$ cat src/logic/imt_pkg.sv
package imt_pkg;

  // ***************************************************************
  // Engine states
  // ***************************************************************
  typedef enum logic [2:0] {
    S_IDLE  = 3'b000,
    S_START = 3'b001,
    S_LOW   = 3'b010,
    S_HIGH  = 3'b011,
    S_HOLD  = 3'b100,
    S_RSTRT = 3'b101,
    S_STOPL = 3'b110,
    S_STOPH = 3'b111
  } imt_state_e;

  // ***************************************************************
  // Frame layout and reset values
  // ***************************************************************
  localparam logic [3:0] FIRST_IDX = 4'h0;
  localparam logic [3:0] LAST_DATA_IDX = 4'h7;
  localparam logic [3:0] ACK_IDX = 4'h8;
  localparam logic [7:0] BYTE_RST = 8'h00;
  localparam logic [4:0] CNT_RST = 5'h00;
  localparam logic [4:0] CNT_STEP = 5'h01;
  localparam logic FLAG_RST = 1'b0;
  localparam logic LINE_IDLE = 1'b1;

endpackage

$ cat src/logic/imt_master.sv
`timescale 1ns/1ps
// Notes on behaviour
// - Each frame is eight data bits then one acknowledge bit, low meaning acknowledge.
// - First frame after start or restart is the address frame.
// - Start is data falling with clock high; stop is data rising with clock high.
// - Start request when bus free issues start, sets busy and start flags.
// - Start seen with matching driven level sets master, transmit, transmit-empty.
// - Transmit write clears empty; load into shift register sets empty again.
// - Address with read direction: ninth rise clears transmit, empty; sets receive-full.
// - Ten-bit read uses restart then pattern byte with read bit.
// - Transmitting master holds clock low while no byte is ready.
// - Transmit-end set when byte ends with nothing queued; then stop allowed.
// - Stop detect clears master, transmit, empty, end; sets stop flag.
// - Entering receive, a dummy read starts clocking and reception.
// - Receive-full set at eighth or ninth rise by timing bit; read clears.
// - Receive acknowledge slot carries the acknowledge-value bit, one meaning not-acknowledge.
// - Wait bit holds clock low after final byte so stop can follow.
// - Stop request then last read releases wait; stop follows the low period.
// - Stop detect in receive clears master and transmit, sets stop flag.
// - Byte completing while receive-full set holds clock low before the flag point.
// - High and low clock periods are counted from the period settings.
module imt_master (
  input wire logic ref_clk_i,
  input wire logic rst_n_i,
  input wire logic interface_enable_i,
  input wire logic module_reset_bit_i,
  input wire logic start_req_set_i,
  input wire logic stop_req_set_i,
  input wire logic clr_start_i,
  input wire logic clr_stop_i,
  input wire logic clr_nack_i,
  input wire logic tx_wr_i,
  input wire logic [7:0] tx_data_i,
  input wire logic rx_rd_i,
  input wire logic ack_value_bit_i,
  input wire logic receive_flag_timing_bit_i,
  input wire logic wait_bit_i,
  input wire logic [4:0] clock_high_period_i,
  input wire logic [4:0] clock_low_period_i,
  input wire logic scl_i,
  output logic scl_o,
  output logic scl_oe_o,
  input wire logic sda_i,
  output logic sda_o,
  output logic sda_oe_o,
  output logic [7:0] rx_data_o,
  output logic bus_busy_flag_o,
  output logic start_detected_o,
  output logic stop_detected_o,
  output logic master_select_bit_o,
  output logic transmit_select_bit_o,
  output logic transmit_empty_flag_o,
  output logic transmit_end_flag_o,
  output logic receive_full_flag_o,
  output logic not_acknowledged_flag_o,
  output logic start_request_bit_o,
  output logic stop_request_bit_o
);
  import imt_pkg::*;

  // ***************************************************************
  // Line sampling
  // ***************************************************************
  logic scl_s, sda_s;

  imt_sync u_scl_sync (
    .ref_clk_i(ref_clk_i),
    .rst_n_i(rst_n_i),
    .d_i(scl_i),
    .q_o(scl_s)
  );

  imt_sync u_sda_sync (
    .ref_clk_i(ref_clk_i),
    .rst_n_i(rst_n_i),
    .d_i(sda_i),
    .q_o(sda_s)
  );

  // ***************************************************************
  // State
  // ***************************************************************
  imt_state_e state_q, state_d;
  logic [4:0] cnt_q, cnt_d;
  logic [3:0] bit_q, bit_d;
  logic [7:0] shift_q, shift_d, txbuf_q, txbuf_d, rxbuf_q, rxbuf_d;
  logic scl_low_q, scl_low_d, sda_low_q, sda_low_d, scl_p_q, sda_p_q;
  logic bus_busy_flag_q, bus_busy_flag_d, startf_q, startf_d, stopf_q, stopf_d;
  logic mst_q, mst_d, trs_q, trs_d, transmit_empty_flag_q, transmit_empty_flag_d, transmit_end_flag_q, transmit_end_flag_d;
  logic receive_full_flag_q, receive_full_flag_d, nack_q, nack_d, streq_q, streq_d, spreq_q, spreq_d;
  logic first_q, first_d, dir_q, dir_d, gate_q, gate_d;
  logic soft_rst, scl_rise, scl_fall, start_det, stop_det, end_bit, receive_full_flag_set;
  logic [3:0] receive_full_flag_idx;

  assign soft_rst = module_reset_bit_i || !interface_enable_i;
  assign scl_rise = scl_s && !scl_p_q;
  assign scl_fall = !scl_s && scl_p_q;
  assign start_det = scl_s && scl_p_q && sda_p_q && !sda_s;
  assign stop_det = scl_s && scl_p_q && !sda_p_q && sda_s;
  assign receive_full_flag_idx = receive_flag_timing_bit_i ? LAST_DATA_IDX : ACK_IDX;

  // ***************************************************************
  // Next-state logic
  // ***************************************************************
  always_comb begin
    state_d = state_q;
    cnt_d = cnt_q;
    bit_d = bit_q;
    shift_d = shift_q;
    txbuf_d = txbuf_q;
    rxbuf_d = rxbuf_q;
    scl_low_d = scl_low_q;
    sda_low_d = sda_low_q;
    bus_busy_flag_d = bus_busy_flag_q;
    startf_d = startf_q;
    stopf_d = stopf_q;
    mst_d = mst_q;
    trs_d = trs_q;
    transmit_empty_flag_d = transmit_empty_flag_q;
    transmit_end_flag_d = transmit_end_flag_q;
    receive_full_flag_d = receive_full_flag_q;
    nack_d = nack_q;
    streq_d = streq_q;
    spreq_d = spreq_q;
    first_d = first_q;
    dir_d = dir_q;
    gate_d = gate_q;
    receive_full_flag_set = 1'b0;
    end_bit = 1'b0;
    if (start_req_set_i) begin
      streq_d = 1'b1;
    end
    if (stop_req_set_i) begin
      spreq_d = 1'b1;
    end
    if (clr_start_i) begin
      startf_d = 1'b0;
    end
    if (clr_stop_i) begin
      stopf_d = 1'b0;
    end
    if (clr_nack_i) begin
      nack_d = 1'b0;
    end
    if (tx_wr_i) begin
      txbuf_d = tx_data_i;
      transmit_empty_flag_d = 1'b0;
      transmit_end_flag_d = 1'b0;
    end
    if (rx_rd_i) begin
      receive_full_flag_d = 1'b0;
    end
    case (state_q)
      S_IDLE: begin
        scl_low_d = 1'b0;
        sda_low_d = 1'b0;
        if (streq_q && !bus_busy_flag_q) begin
          state_d = S_START;
          cnt_d = CNT_RST;
        end
      end
      S_START: begin
        scl_low_d = 1'b0;
        if (scl_s) begin
          if (cnt_q != clock_high_period_i) begin
            cnt_d = cnt_q + CNT_STEP;
          end else if (!sda_low_q) begin
            sda_low_d = 1'b1;
            cnt_d = CNT_RST;
          end else begin
            scl_low_d = 1'b1;
            state_d = S_HOLD;
          end
        end
      end
      S_HOLD: begin
        scl_low_d = 1'b1;
        sda_low_d = 1'b0;
        cnt_d = CNT_RST;
        bit_d = FIRST_IDX;
        if (spreq_q && (trs_q || !receive_full_flag_q)) begin
          state_d = S_STOPL;
          sda_low_d = 1'b1;
        end else if (streq_q) begin
          state_d = S_RSTRT;
          sda_low_d = 1'b0;
        end else if (trs_q && !transmit_empty_flag_q && !nack_q) begin
          shift_d = {txbuf_q[6:0], 1'b0};
          dir_d = txbuf_q[0];
          sda_low_d = !txbuf_q[7];
          transmit_empty_flag_d = 1'b1;
          state_d = S_LOW;
        end else if (!trs_q && mst_q && !spreq_q && (!receive_full_flag_q || (!wait_bit_i && !gate_q))) begin
          gate_d = 1'b0;
          sda_low_d = 1'b0;
          state_d = S_LOW;
        end
      end
      S_RSTRT, S_STOPL, S_LOW: begin
        scl_low_d = 1'b1;
        // Data moves one cycle after the clock is pulled low, never with it
        if (state_q == S_LOW && cnt_q == CNT_RST && bit_q != FIRST_IDX) begin
          if (bit_q == ACK_IDX) begin
            sda_low_d = trs_q ? 1'b0 : !ack_value_bit_i;
          end else if (trs_q) begin
            sda_low_d = !shift_q[7];
            shift_d = {shift_q[6:0], 1'b0};
          end
        end
        if (cnt_q != clock_low_period_i) begin
          cnt_d = cnt_q + CNT_STEP;
        end else if (state_q == S_RSTRT) begin
          scl_low_d = 1'b0;
          cnt_d = CNT_RST;
          state_d = S_START;
        end else if (state_q == S_STOPL) begin
          scl_low_d = 1'b0;
          cnt_d = CNT_RST;
          state_d = S_STOPH;
        end else if (!(!trs_q && !first_q && bit_q == receive_full_flag_idx && receive_full_flag_q)) begin
          scl_low_d = 1'b0;
          cnt_d = CNT_RST;
          state_d = S_HIGH;
        end
      end
      S_HIGH: begin
        scl_low_d = 1'b0;
        if (scl_rise) begin
          if (bit_q == ACK_IDX) begin
            if (trs_q && sda_s) begin
              nack_d = 1'b1;
            end
            if (trs_q && first_q && dir_q) begin
              trs_d = 1'b0;
              transmit_empty_flag_d = 1'b0;
              receive_full_flag_d = 1'b1;
              gate_d = 1'b1;
            end
            if (!trs_q && receive_full_flag_idx == ACK_IDX) begin
              rxbuf_d = shift_q;
              receive_full_flag_d = 1'b1;
              receive_full_flag_set = 1'b1;
            end
          end else if (!trs_q) begin
            shift_d = {shift_q[6:0], sda_s};
            if (bit_q == LAST_DATA_IDX && receive_full_flag_idx == LAST_DATA_IDX) begin
              rxbuf_d = {shift_q[6:0], sda_s};
              receive_full_flag_d = 1'b1;
              receive_full_flag_set = 1'b1;
            end
          end
        end
        if (scl_s && cnt_q != clock_high_period_i) begin
          cnt_d = cnt_q + CNT_STEP;
        end
        end_bit = (scl_s && cnt_q == clock_high_period_i) || scl_fall;
        if (end_bit) begin
          scl_low_d = 1'b1;
          cnt_d = CNT_RST;
          if (bit_q != ACK_IDX) begin
            bit_d = bit_q + 4'h1;
            state_d = S_LOW;
          end else begin
            first_d = 1'b0;
            transmit_end_flag_d = trs_q && transmit_empty_flag_q;
            state_d = S_HOLD;
          end
        end
      end
      S_STOPH: begin
        scl_low_d = 1'b0;
        if (scl_s) begin
          if (cnt_q != clock_high_period_i) begin
            cnt_d = cnt_q + CNT_STEP;
          end else begin
            sda_low_d = 1'b0;
            state_d = S_IDLE;
          end
        end
      end
      default: begin
        state_d = S_IDLE;
      end
    endcase
    if (start_det) begin
      bus_busy_flag_d = 1'b1;
      startf_d = 1'b1;
      first_d = 1'b1;
      if (streq_q && sda_low_q) begin
        streq_d = 1'b0;
        mst_d = 1'b1;
        trs_d = 1'b1;
        transmit_empty_flag_d = 1'b1;
      end
    end
    if (stop_det) begin
      bus_busy_flag_d = 1'b0;
      stopf_d = 1'b1;
      mst_d = 1'b0;
      trs_d = 1'b0;
      transmit_empty_flag_d = 1'b0;
      transmit_end_flag_d = 1'b0;
      spreq_d = 1'b0;
      state_d = S_IDLE;
      scl_low_d = 1'b0;
      sda_low_d = 1'b0;
    end
  end

  // ***************************************************************
  // Registers
  // ***************************************************************
  always_ff @(posedge ref_clk_i) begin
    if (!rst_n_i || soft_rst) begin
      state_q <= S_IDLE;
      cnt_q <= CNT_RST;
      bit_q <= FIRST_IDX;
      shift_q <= BYTE_RST;
      txbuf_q <= BYTE_RST;
      rxbuf_q <= BYTE_RST;
      scl_low_q <= FLAG_RST;
      sda_low_q <= FLAG_RST;
      scl_p_q <= LINE_IDLE;
      sda_p_q <= LINE_IDLE;
      bus_busy_flag_q <= FLAG_RST;
      startf_q <= FLAG_RST;
      stopf_q <= FLAG_RST;
      mst_q <= FLAG_RST;
      trs_q <= FLAG_RST;
      transmit_empty_flag_q <= FLAG_RST;
      transmit_end_flag_q <= FLAG_RST;
      receive_full_flag_q <= FLAG_RST;
      nack_q <= FLAG_RST;
      streq_q <= FLAG_RST;
      spreq_q <= FLAG_RST;
      first_q <= FLAG_RST;
      dir_q <= FLAG_RST;
      gate_q <= FLAG_RST;
    end else begin
      state_q <= state_d;
      cnt_q <= cnt_d;
      bit_q <= bit_d;
      shift_q <= shift_d;
      txbuf_q <= txbuf_d;
      rxbuf_q <= rxbuf_d;
      scl_low_q <= scl_low_d;
      sda_low_q <= sda_low_d;
      scl_p_q <= scl_s;
      sda_p_q <= sda_s;
      bus_busy_flag_q <= bus_busy_flag_d;
      startf_q <= startf_d;
      stopf_q <= stopf_d;
      mst_q <= mst_d;
      trs_q <= trs_d;
      transmit_empty_flag_q <= transmit_empty_flag_d;
      transmit_end_flag_q <= transmit_end_flag_d;
      receive_full_flag_q <= receive_full_flag_d;
      nack_q <= nack_d;
      streq_q <= streq_d;
      spreq_q <= spreq_d;
      first_q <= first_d;
      dir_q <= dir_d;
      gate_q <= gate_d;
    end
  end

  // ***************************************************************
  // Outputs
  // ***************************************************************
  assign scl_o = 1'b0;
  assign sda_o = 1'b0;
  assign scl_oe_o = scl_low_q;
  assign sda_oe_o = sda_low_q;
  assign rx_data_o = rxbuf_q;
  assign bus_busy_flag_o = bus_busy_flag_q;
  assign start_detected_o = startf_q;
  assign stop_detected_o = stopf_q;
  assign master_select_bit_o = mst_q;
  assign transmit_select_bit_o = trs_q;
  assign transmit_empty_flag_o = transmit_empty_flag_q;
  assign transmit_end_flag_o = transmit_end_flag_q;
  assign receive_full_flag_o = receive_full_flag_q;
  assign not_acknowledged_flag_o = nack_q;
  assign start_request_bit_o = streq_q;
  assign stop_request_bit_o = spreq_q;
endmodule

$ cat src/logic/imt_sync.sv
`timescale 1ns/1ps
module imt_sync (
  input wire logic ref_clk_i,
  input wire logic rst_n_i,
  input wire logic d_i,
  output logic q_o
);
  import imt_pkg::*;

  logic meta_q;

  always_ff @(posedge ref_clk_i) begin
    if (!rst_n_i) begin
      meta_q <= LINE_IDLE;
      q_o <= LINE_IDLE;
    end else begin
      meta_q <= d_i;
      q_o <= meta_q;
    end
  end

endmodule

$ cat config.mk
export PLATFORM = sky130hd
export DESIGN_NAME = imt_master
export DESIGN_NICKNAME = d
export VERILOG_FILES = /design/src/logic/imt_pkg.sv /design/src/logic/imt_master.sv /design/src/logic/imt_sync.sv
export SDC_FILE = /design/constraint.sdc
export NUM_CORES = 1
export LEC_CHECK = 0
export ABC_AREA = 1
export ABC_CLOCK_PERIOD_IN_PS = 1700
export BUFFER_PORTS_ARGS = -buffer_cell sky130_fd_sc_hd__buf_4
export CAP_MARGIN = 5
export CORE_AREA = 8 8 106 108
export CTS_CLUSTER_SIZE = 28
export DETAILED_ROUTE_END_ITERATION = 12
export DIE_AREA = 0 0 114 116
export GPL_TIMING_DRIVEN = 0
export PLACE_DENSITY = 0.58
export SYNTH_ARGS = -nofsm -noshare
export SYNTH_HDL_FRONTEND = slang
export SYNTH_SLANG_ARGS = --single-unit
$ cat constraint.sdc
create_clock -name ref_clk_i -period 1.7 [get_ports ref_clk_i]
set_input_delay 0.255 -clock ref_clk_i [delete_from_list [all_inputs] [get_ports ref_clk_i]]
set_output_delay 0.255 -clock ref_clk_i [all_outputs]
set_load 0.05 [all_outputs]
==> metrics.txt, run 1 <==
Cell variety after synth 27; Max-Slew Margin vs Limit 0.553; drt initial violations 170; clock insertion delay at the later pin of the skew report 340 ps; sequential area share after synthesis 0.358; worst slew pin tran between 600 and 700 ps; Boundary Pins 57; Sequential Power Share 0.481; Post-Syn Instances 521; ANT cells 0; final setup violation count 0; vias in the first global route 3,407; Pre-antenna DRT Iters 4; switching share of power 0.251; Worst path max stage delay 330 ps; largest net degree at the start of global routing 12; CTS max path bufs 2; fin util 0.473; routability congestion estimate 0.905; Crit Path Class flip-flop to flip-flop; Int Pwr 2140 µW; GR Util All Layers 0.145; run status finished, final reports clean; length of routed met3 wiring 571 µm; WL per Instance between 10 and 15 µm; CTS buffer count 9; die height about 120 µm; WL final 9.60 mm; pwr/cell area 631 nW/µm²; port bufs 53; area grow syn2layout 39.3%; CORE AREA 9550 µm²; area leader, netlist dfxtp_1; CP max FO 6; M1 wire length 4.23 mm; Max VDD drop 0.341 mV; chip width 114 µm; fmax 0.589 GHz; final setup margin between 3 and 4 ps; cell with the most instances after synthesis nand2_1; slowest CP cell dfxtp_2; starting density of the core 0.340; Seq cells post-synth 58; max-slew violations 0; combinational power share 0.090; total power 2850 µW; Num Clock Sinks 58; Root Driver clkbuf_8; Clk pin slew, worst setup/hold paths 70 ps; initial antenna violation count 0; Req. time, crit path between 1500 and 2000 ps; H-tree depth 3; clock share of power 0.430; Post-Syn Area 3240 µm²; met2 wire length 4.65 mm; DP HPWL 7.15 mm; Place WS -379 ps; Synth area leaders dfxtp_1, nand2_1, inv_1; net switching power 716 µW; DR vias/cell 4.78; asr flop ratio synth 0; Hold Worst Slack 89.1 ps; vias 3,568; Mapped Avg Cell Area 6.22 µm²; CTS tree built; DRC Markers 0; DIE AREA between 10,000 and 15,000 µm²; crit path launch type flip-flop; Max Cap Viol 0; Highest Signal Layer met4; Worst Hold Class input port to flip-flop; cell row count 36; Synth warnings 0; layout net count approximately 650; Final Hold Fails 0; top_reg_cell synth dfxtp_1; crit-path cells inv_2 > ha_4 > inv_2 > nor2_4 > inv_4 > nand2_4 > nand4_1 > nor2_4 > clkinv_4 > o21ai_1 > nor2_1; RSZ-0062 raised after global routing true; setup TNS 0 ps; global-route wire length before repair 15.4 mm; number of synthesized flops with an enable pin 0; most frequent cells after synthesis nand2_1, inv_1, nor2_1; FILL cells between 900 and 1,000; crit path DAT a little under 2000 ps; remaining antenna violation count 0; share of cells above drive strength 1 0.315; Tcrit/Tclk final 0.998; clock skew 9.22 ps; fin crit period 1700 ps; crit path capture type flip-flop; share of the synthesized area in the top cell type 0.358; Overflow after GRT 0; Leakage 0.00195 µW
power by group through the flow:
stage          Sequential (µW)  Combinational (µW)  Clock [µW]
3_3_place_gp              1410                 228           0
3_5_place_dp              1410                 231           0
6_report                  1370                 256        1230
2_1_floorplan             1410                 125           0
4_1_cts                   1380                 233        1260
5_1_grt                   1370                 284        1330
sequential cells by signal, indices dropped and copies added (netlist names), 3 cells and up:
signal	flops
rx_data_o	8
cnt_q	5
state_q	3
shift_q	8
txbuf_q	8
bit_q	4
layer usage:
metal | vias to the layer above | global-route usage
li1 | 1838 | -
met1 | 1620 | 0.175
met2 | 95 | 0.243
met3 | 15 | 0.0339
met4 | 0 | 0.0568
met5 | - | 0
placed cells by master, fill, tap and decap left out, types with 2 or more instances in the layout:
master | synthesis | final
nor3_1 | 11 | 9
dfxtp_1 | 58 | 43
ha_4 | 0 | 2
clkbuf_1 | 7 | 8
ha_1 | 4 | 2
xnor2_1 | 3 | 2
nor3_2 | 0 | 2
buf_4 | 3 | 77
clkbuf_8 | 0 | 9
clkinv_4 | 0 | 2
clkinv_2 | 0 | 4
o21ai_0 | 47 | 36
inv_4 | 0 | 6
inv_2 | 9 | 10
nor2_4 | 1 | 9
o21ai_1 | 4 | 6
conb_1 | 1 | 2
o2111ai_1 | 2 | 2
nand4_1 | 11 | 11
nand2_1 | 123 | 112
nand3_1 | 26 | 20
nand3b_1 | 2 | 2
o21ai_2 | 0 | 9
nand3_4 | 0 | 2
a21oi_2 | 0 | 10
xor2_1 | 3 | 3
nand3_2 | 0 | 4
inv_1 | 74 | 66
nor2_2 | 6 | 7
a21oi_1 | 41 | 30
dfxtp_4 | 0 | 9
buf_2 | 3 | 2
nand2_2 | 5 | 12
buf_6 | 1 | 2
o211ai_1 | 2 | 2
nand2_4 | 0 | 4
nor2_1 | 72 | 63
dfxtp_2 | 0 | 6
logic make-up (layout without fill, tap and decap cells):
| family | count (synthesis) | count (layout) | share of synthesized area |
|---|---|---|---|
| flops | 58 | 58 | 0.358 |
| buf+inv | 97 | 188 | 0.119 |
| fa+ha+maj | 4 | 4 | 0.0154 |
| xor+xnor | 6 | 6 | 0.0162 |
| other cells | 1 | 2 | 0.00116 |
| compound gates | 97 | 97 | 0.155 |
| simple gates | 258 | 258 | 0.335 |
worst paths after layout:
kind / start / end / slack [ps] / cells after the start
max: bit_q[0] / rx_data_o[4] / 4 / 11
min: sda_i / u_sda_sync.meta_q / 90 / 3
max reg2reg: bit_q[0] / rx_data_o[4] / 4 / 11
min reg2reg: u_scl_sync.meta_q / u_scl_sync.q_o / 400 / 2
what timing repair did:
action,in CTS,in global routing
hold buffers,0,0
gates resized for setup,32,86
endpoints found under the setup margin,32,34
buffers inserted,11,11
gates cloned,0,2
pin swaps,9,16
worst max-delay path: cells and delay by family (launching register included):
family                   cells  cell delay (ps)
AND/OR/NAND/NOR              5              700
flip-flops                   1              330
buffers and inverters        4              290
AO/OA/AOI/OAI                1              140
adder cells (fa/ha/maj)      1              130
final cells by class:
type	count	area [µm²]	area share
plain buffers	12	62.6	0.0139
inverters	83	333	0.0737
flip-flops and latches	58	1200	0.266
repair inverters	1	6.26	0.00139
clock buffers	10	128	0.0283
multi-input cells	367	1990	0.440
well taps	133	166	0.0368
clock inverters	6	58.8	0.0130
repair buffers	76	574	0.127
through the flow:
| step | std cells | area, µm² |
|---|---|---|
| finish | 746 | 4520 |
| global route | 746 | 4520 |
| CTS | 734 | 4150 |
| detailed placement | 708 | 3820 |
| global placement | 708 | 3820 |
| floorplan | 522 | 3250 |
(Power assumes the default switching activity.)
==> run 2, diff against run 1 <==
Settings changed: ABC_CLOCK_PERIOD_IN_PS 1700 to default, CORE_AREA 8 8 106 108 to 2 2 100 102, DIE_AREA 0 0 114 116 to 0 0 102 104, SETUP_SLACK_MARGIN from default to 0.1.
==> run 2 against run 1 <==
  * Critical path depth is the same
  * Setup slack gained 44 ps
  * Clock-buffer cell count is the same
  * Sequential power is essentially flat
  * Wire length shrank 3.6%
  * Worst hold slack lost 7.0 ps
  * Final area grew 2.9%
  * Register-to-register slack gained 40 ps
  * Total power shrank 2.0%
  * Via count shrank 0.76%
  * Critical endpoint is now shift_q[6]
  * Largest power group unchanged
==> metrics.txt, run 2 (synthesized netlist as in run 1, its figures left out) <==
Leakage 0.00200 µW (+2.4%); max-slew violations 0 (unchanged); Place WS -298 ps (+81.7 ps); share of cells above drive strength 1 0.353 (+0.0380); chip width 102 µm (-11%); CTS max path bufs 2 (unchanged); Int Pwr 2040 µW (-4.3%); Max VDD drop 0.362 mV (+6.1%); starting density of the core 0.340 (unchanged); total power 2790 µW (-2.0%); Clk pin slew, worst setup/hold paths 70 ps (about the same); clock insertion delay at the later pin of the skew report 340 ps (about the same); largest net degree at the start of global routing 12 (unchanged); WL final 9.25 mm (-3.6%); clock skew 8.90 ps (-0.320 ps); CORE AREA 9550 µm² (unchanged); FILL cells 992 (+2.8%); DRC Markers 0 (unchanged); Boundary Pins 57 (unchanged); Final Hold Fails 0 (unchanged); global-route wire length before repair 15.3 mm (-0.53%); fmax 0.605 GHz (+2.7%); WL per Instance 12.4 µm (-3.9%); die height 104 µm (-10%); net switching power 751 µW (+4.9%); combinational power share 0.097 (+0.007); worst slew pin tran 613 ps (-57.3 ps); remaining antenna violation count 0 (unchanged); initial antenna violation count 0 (unchanged); crit path DAT 1890 ps (-50 ps); crit path launch type flip-flop; DIE AREA 10,600 µm² (-20%); CTS buffer count 9 (unchanged); DP HPWL 6.81 mm (-4.8%); fin crit period 1650 ps (-44.4 ps); most common library cell in the layout ignoring fill and taps nand2_1; run status finished, final reports clean; Req. time, crit path 1940 ps (about the same); Pre-antenna DRT Iters 5 (+1); Root Driver clkbuf_8; crit path capture type flip-flop; setup TNS 0 ps (unchanged); vias in the first global route 3,337 (-2.1%); RSZ-0062 raised after global routing true; Sequential Power Share 0.491 (+0.010); final setup margin 47.9 ps (+44.4 ps); port bufs 53 (unchanged); Overflow after GRT 0 (unchanged); CP max FO 7 (+1); Max-Slew Margin vs Limit 0.591 (+0.0382); Num Clock Sinks 58 (unchanged); Worst Hold Class input port to flip-flop; register area 1200 µm² (-0.10%); vias 3,541 (-0.76%); Tcrit/Tclk final 0.972 (-0.0261); routability congestion estimate 0.898 (-0.78%); most frequent cells in the layout nand2_1, buf_4, inv_1, nor2_1, dfxtp_1; H-tree depth 3 (unchanged); pwr/cell area 601 nW/µm² (-4.8%); multi-input combinational cell area 2090 µm² (+5.1%); CTS tree built; area grow syn2layout 43.4%; ANT cells 0 (unchanged); Crit Path Class flip-flop to flip-flop; cell row count 36 (unchanged); Hold Worst Slack 82.2 ps (-6.96 ps); clock share of power 0.413 (-0.017); DR vias/cell 4.73 (-1.0%); drt initial violations 130 (-24%); Max Cap Viol 0 (unchanged); GR Util All Layers 0.180 (+0.0357); switching share of power 0.269 (+0.0177); layout net count 648 (+0.31%); final setup violation count 0 (unchanged)
## run 2: changes by cell type in the layout (fill, tap and decap cells not counted), sizes merged
cell and change:
buf +3, clkinv -2, inv +2, bufinv -1
## run 2: power groups by stage
stage / Clock [µW] / Sequential (µW) / Combinational, µW
CTS: 1190 / 1380 / 245
floorplan: 0 / 1420 / 125
detailed placement: 0 / 1410 / 230
global route: 1260 / 1370 / 300
global placement: 0 / 1410 / 229
finish: 1150 / 1370 / 270
## run 2: routing by layer
metal / up-vias / track usage / share of wire
li1: 1838 / - / -
met1: 1589 / 0.240 / 0.47
met2: 92 / 0.285 / 0.47
met3: 22 / 0.0343 / 0.039
met4: 0 / 0.0714 / 0.027
met5: - / 0 / 0
## run 2: worst max-delay path, stage by stage, from the launching register on
cell,delay (ps)
dfxtp_2,330
buf_6,130
inv_4,50
ha_4,120
nand3_4,60
nor2_4,110
nand3_2,120
a21oi_4,190
nand2_4,120
buf_8,160
o21ai_2,120
a21oi_1,40
## run 2: worst paths after layout
check	startpoint	to	slack (ps)	cells past startpoint
hold / removal	sda_i	u_sda_sync.meta_q	80	3
setup / recovery	cnt_q[0]	shift_q[6]	50	11
setup reg to reg	cnt_q[0]	shift_q[6]	50	11
hold reg to reg	u_sda_sync.meta_q	u_sda_sync.q_o	400	2
## run 2: timing repair
item,CTS,global route
buffers inserted,15,9
gates resized for setup,70,83
hold buffers,0,0
cloned,1,0
endpoints found under the setup margin,36,35
pin swaps,18,28
## run 2: final cells by class
type,count,share of cell area
buffer,13,0.0170
inverter,83,0.0708
sequential,58,0.258
timing repair buffer,78,0.131
multi-input combinational,367,0.449
clock buffer,10,0.0296
clock inverter,6,0.00888
tap,133,0.0358
## run 2: metrics by stage
stage / util / cell area [µm²] / instances
2_1_floorplan: - / 3270 / 522
3_3_place_gp: 0.401 / 3830 / 708
3_5_place_dp: 0.401 / 3830 / 708
4_1_cts: 0.452 / 4320 / 739
5_1_grt: 0.487 / 4650 / 748
6_report: 0.487 / 4650 / 748
==> run 3, diff against run 2 <==
Settings changed: CORE_AREA 2 2 100 102 to 2 2 107 109, DIE_AREA 0 0 102 104 to 0 0 109 111, PLACE_DENSITY 0.58 to 0.52.
==> run 3 against run 2 <==
  * Final area grew 2.8%
  * Cell count grew 1.1%
  * Worst hold slack gained 15 ps
  * Critical path type unchanged
  * Largest cell class unchanged
  * Maximum frequency shrank 2.1%
  * Largest power group is now clock
==> metrics.txt, run 3 (synthesized netlist as in run 1, its figures left out) <==
RSZ-0062 raised after global routing true; Crit path max-delay family compound AO/OA/AOI/OAI gates; chip width 109 µm (+6.9%); cell row count 39 (+8.3%); fin crit period 1690 ps (+35.8 ps); crit path launch type flip-flop; Tcrit/Tclk final 0.993 (+0.0210); most common library cell in the layout ignoring fill and taps nand2_1; area grow syn2layout 47.3%; Num Clock Sinks 58 (unchanged); die height 111 µm (+6.7%); WL per Instance 13.3 µm (+7.8%); crit path capture type flip-flop; Boundary Pins 57 (unchanged); pwr/cell area 758 nW/µm² (+26%); Crit Path Class flip-flop to flip-flop; CP max FO 5 (-2); Root Driver clkbuf_16; port bufs 53 (unchanged); Max-Slew Margin vs Limit 0.592 (+0.000627); WL final 10.1 mm (+8.9%); crit path DAT 1940 ps (+50 ps); routability congestion estimate 0.905 (+0.80%); vias 3,583 (+1.2%); fmax 0.592 GHz (-2.1%); slowest CP cell dfxtp_2; Max VDD drop 0.567 mV (+57%); DP HPWL 7.19 mm (+5.5%); cell repeated most along the worst path a21oi_2; drt initial violations 176 (+35%); Crit path buffers/inverters 1 (-2); layout net count 646 (-0.31%); GR Util All Layers 0.167 (-0.0130); Worst path max stage delay 350 ps (+20 ps); CORE AREA 11,100 µm² (+16%); DRC Markers 0 (unchanged); starting density of the core 0.293 (-0.0468); Non-Filler Instances 756 (+1.1%); total power 3620 µW (+30%); CTS max path bufs 2 (unchanged); DIE AREA 12,100 µm² (+14%); final setup violation count 0 (unchanged); Worst Hold Class input port to flip-flop; run status finished, final reports clean; clock insertion delay at the later pin of the skew report 330 ps (about the same); Max Cap Viol 0 (unchanged); DR vias/cell 4.74 (+0.12%); vias in the first global route 3,405 (+2.0%); CTS tree built; H-tree depth 3 (unchanged); Pre-antenna DRT Iters 4 (-1); ANT cells 0 (unchanged); most frequent cells in the layout nand2_1, buf_4, inv_1, nor2_1, dfxtp_1; crit-path cells xnor2_1 > nand4_1 > a21oi_2 > buf_4 > nand3_2 > a21oi_2; Overflow after GRT 0 (unchanged); share of cells above drive strength 1 0.361 (+0.00768); worst slew pin tran 612 ps (-0.940 ps); initial antenna violation count 0 (unchanged); Req. time, crit path 1950 ps (about the same); global-route wire length before repair 15.9 mm (+3.6%); CTS buffer count 9 (unchanged); largest net degree at the start of global routing 11 (-1); fin util 0.431 (-0.0555); max-slew violations 0 (unchanged); Final Hold Fails 0 (unchanged); Leakage 0.00207 µW (+3.4%); hold_buf cts 0 (unchanged); Placed Cells 718 (+1.4%); clock skew 8.95 ps (+0.0529 ps); Clk pin slew, worst setup/hold paths 60 ps (about the same); remaining antenna violation count 0 (unchanged)
run 3: final timing paths:
path	from	endpoint	slack [ps]	depth (start not counted)
min reg2reg	u_scl_sync.meta_q	u_scl_sync.q_o	400	2
max	cnt_q[4]	bit_q[1]	10	6
max reg2reg	cnt_q[4]	bit_q[1]	10	6
min	scl_i	u_scl_sync.meta_q	100	3
run 3: area by class of cell:
cell class,instances,area (µm²)
Timing Repair Buffer,75,571
Inverter,83,334
Fill cell,1180,6300
Multi-Input combinational cell,367,2080
Sequential cell,58,1200
Clock inverter,5,77.6
Clock buffer,11,243
Tap cell,143,179
Buffer,14,92.6
run 3: metal layers:
layer | part of all wire | vias up | GRT usage
met4 | 0.0098 | 0 | 0.0402
met5 | 0 | - | 0
met1 | 0.43 | 1666 | 0.194
li1 | - | 1828 | -
met2 | 0.51 | 79 | 0.292
met3 | 0.052 | 10 | 0.0558
run 3: worst min-delay path: stages:
cell and delay, ps:
buf_4 80, inv_1 30, nand2_1 40
run 3: metrics by stage:
| stage | hold WS (ps) | instance area (µm²) | setup TNS [ps] | setup WS, ps |
|---|---|---|---|---|
| 2_1_floorplan | 324 | 3270 | 0 | 73.3 |
| 5_1_grt | 91.0 | 4780 | -421 | -61.0 |
| 6_report | 96.8 | 4780 | 0 | 12.1 |
| 4_1_cts | 90.5 | 4450 | -1.91 | -1.91 |
| 3_3_place_gp | 401 | 3840 | -5080 | -281 |
| 3_5_place_dp | 395 | 3840 | -6380 | -291 |
run 3: power by group:
| group | switching [µW] | total, µW | internal (µW) |
|---|---|---|---|
| clock | 658 | 1970 | 1320 |
| combinational | 157 | 271 | 114 |
| sequential | 11.3 | 1380 | 1360 |
| total | 826 | 3620 | 2790 |
run 3: repair_timing:
action                                  4_1_cts  5_1_grt
endpoints found under the setup margin       33       36
resized for setup                            74       80
setup buffers                                10       11
gates cloned                                  1        0
pin swaps                                    18       33
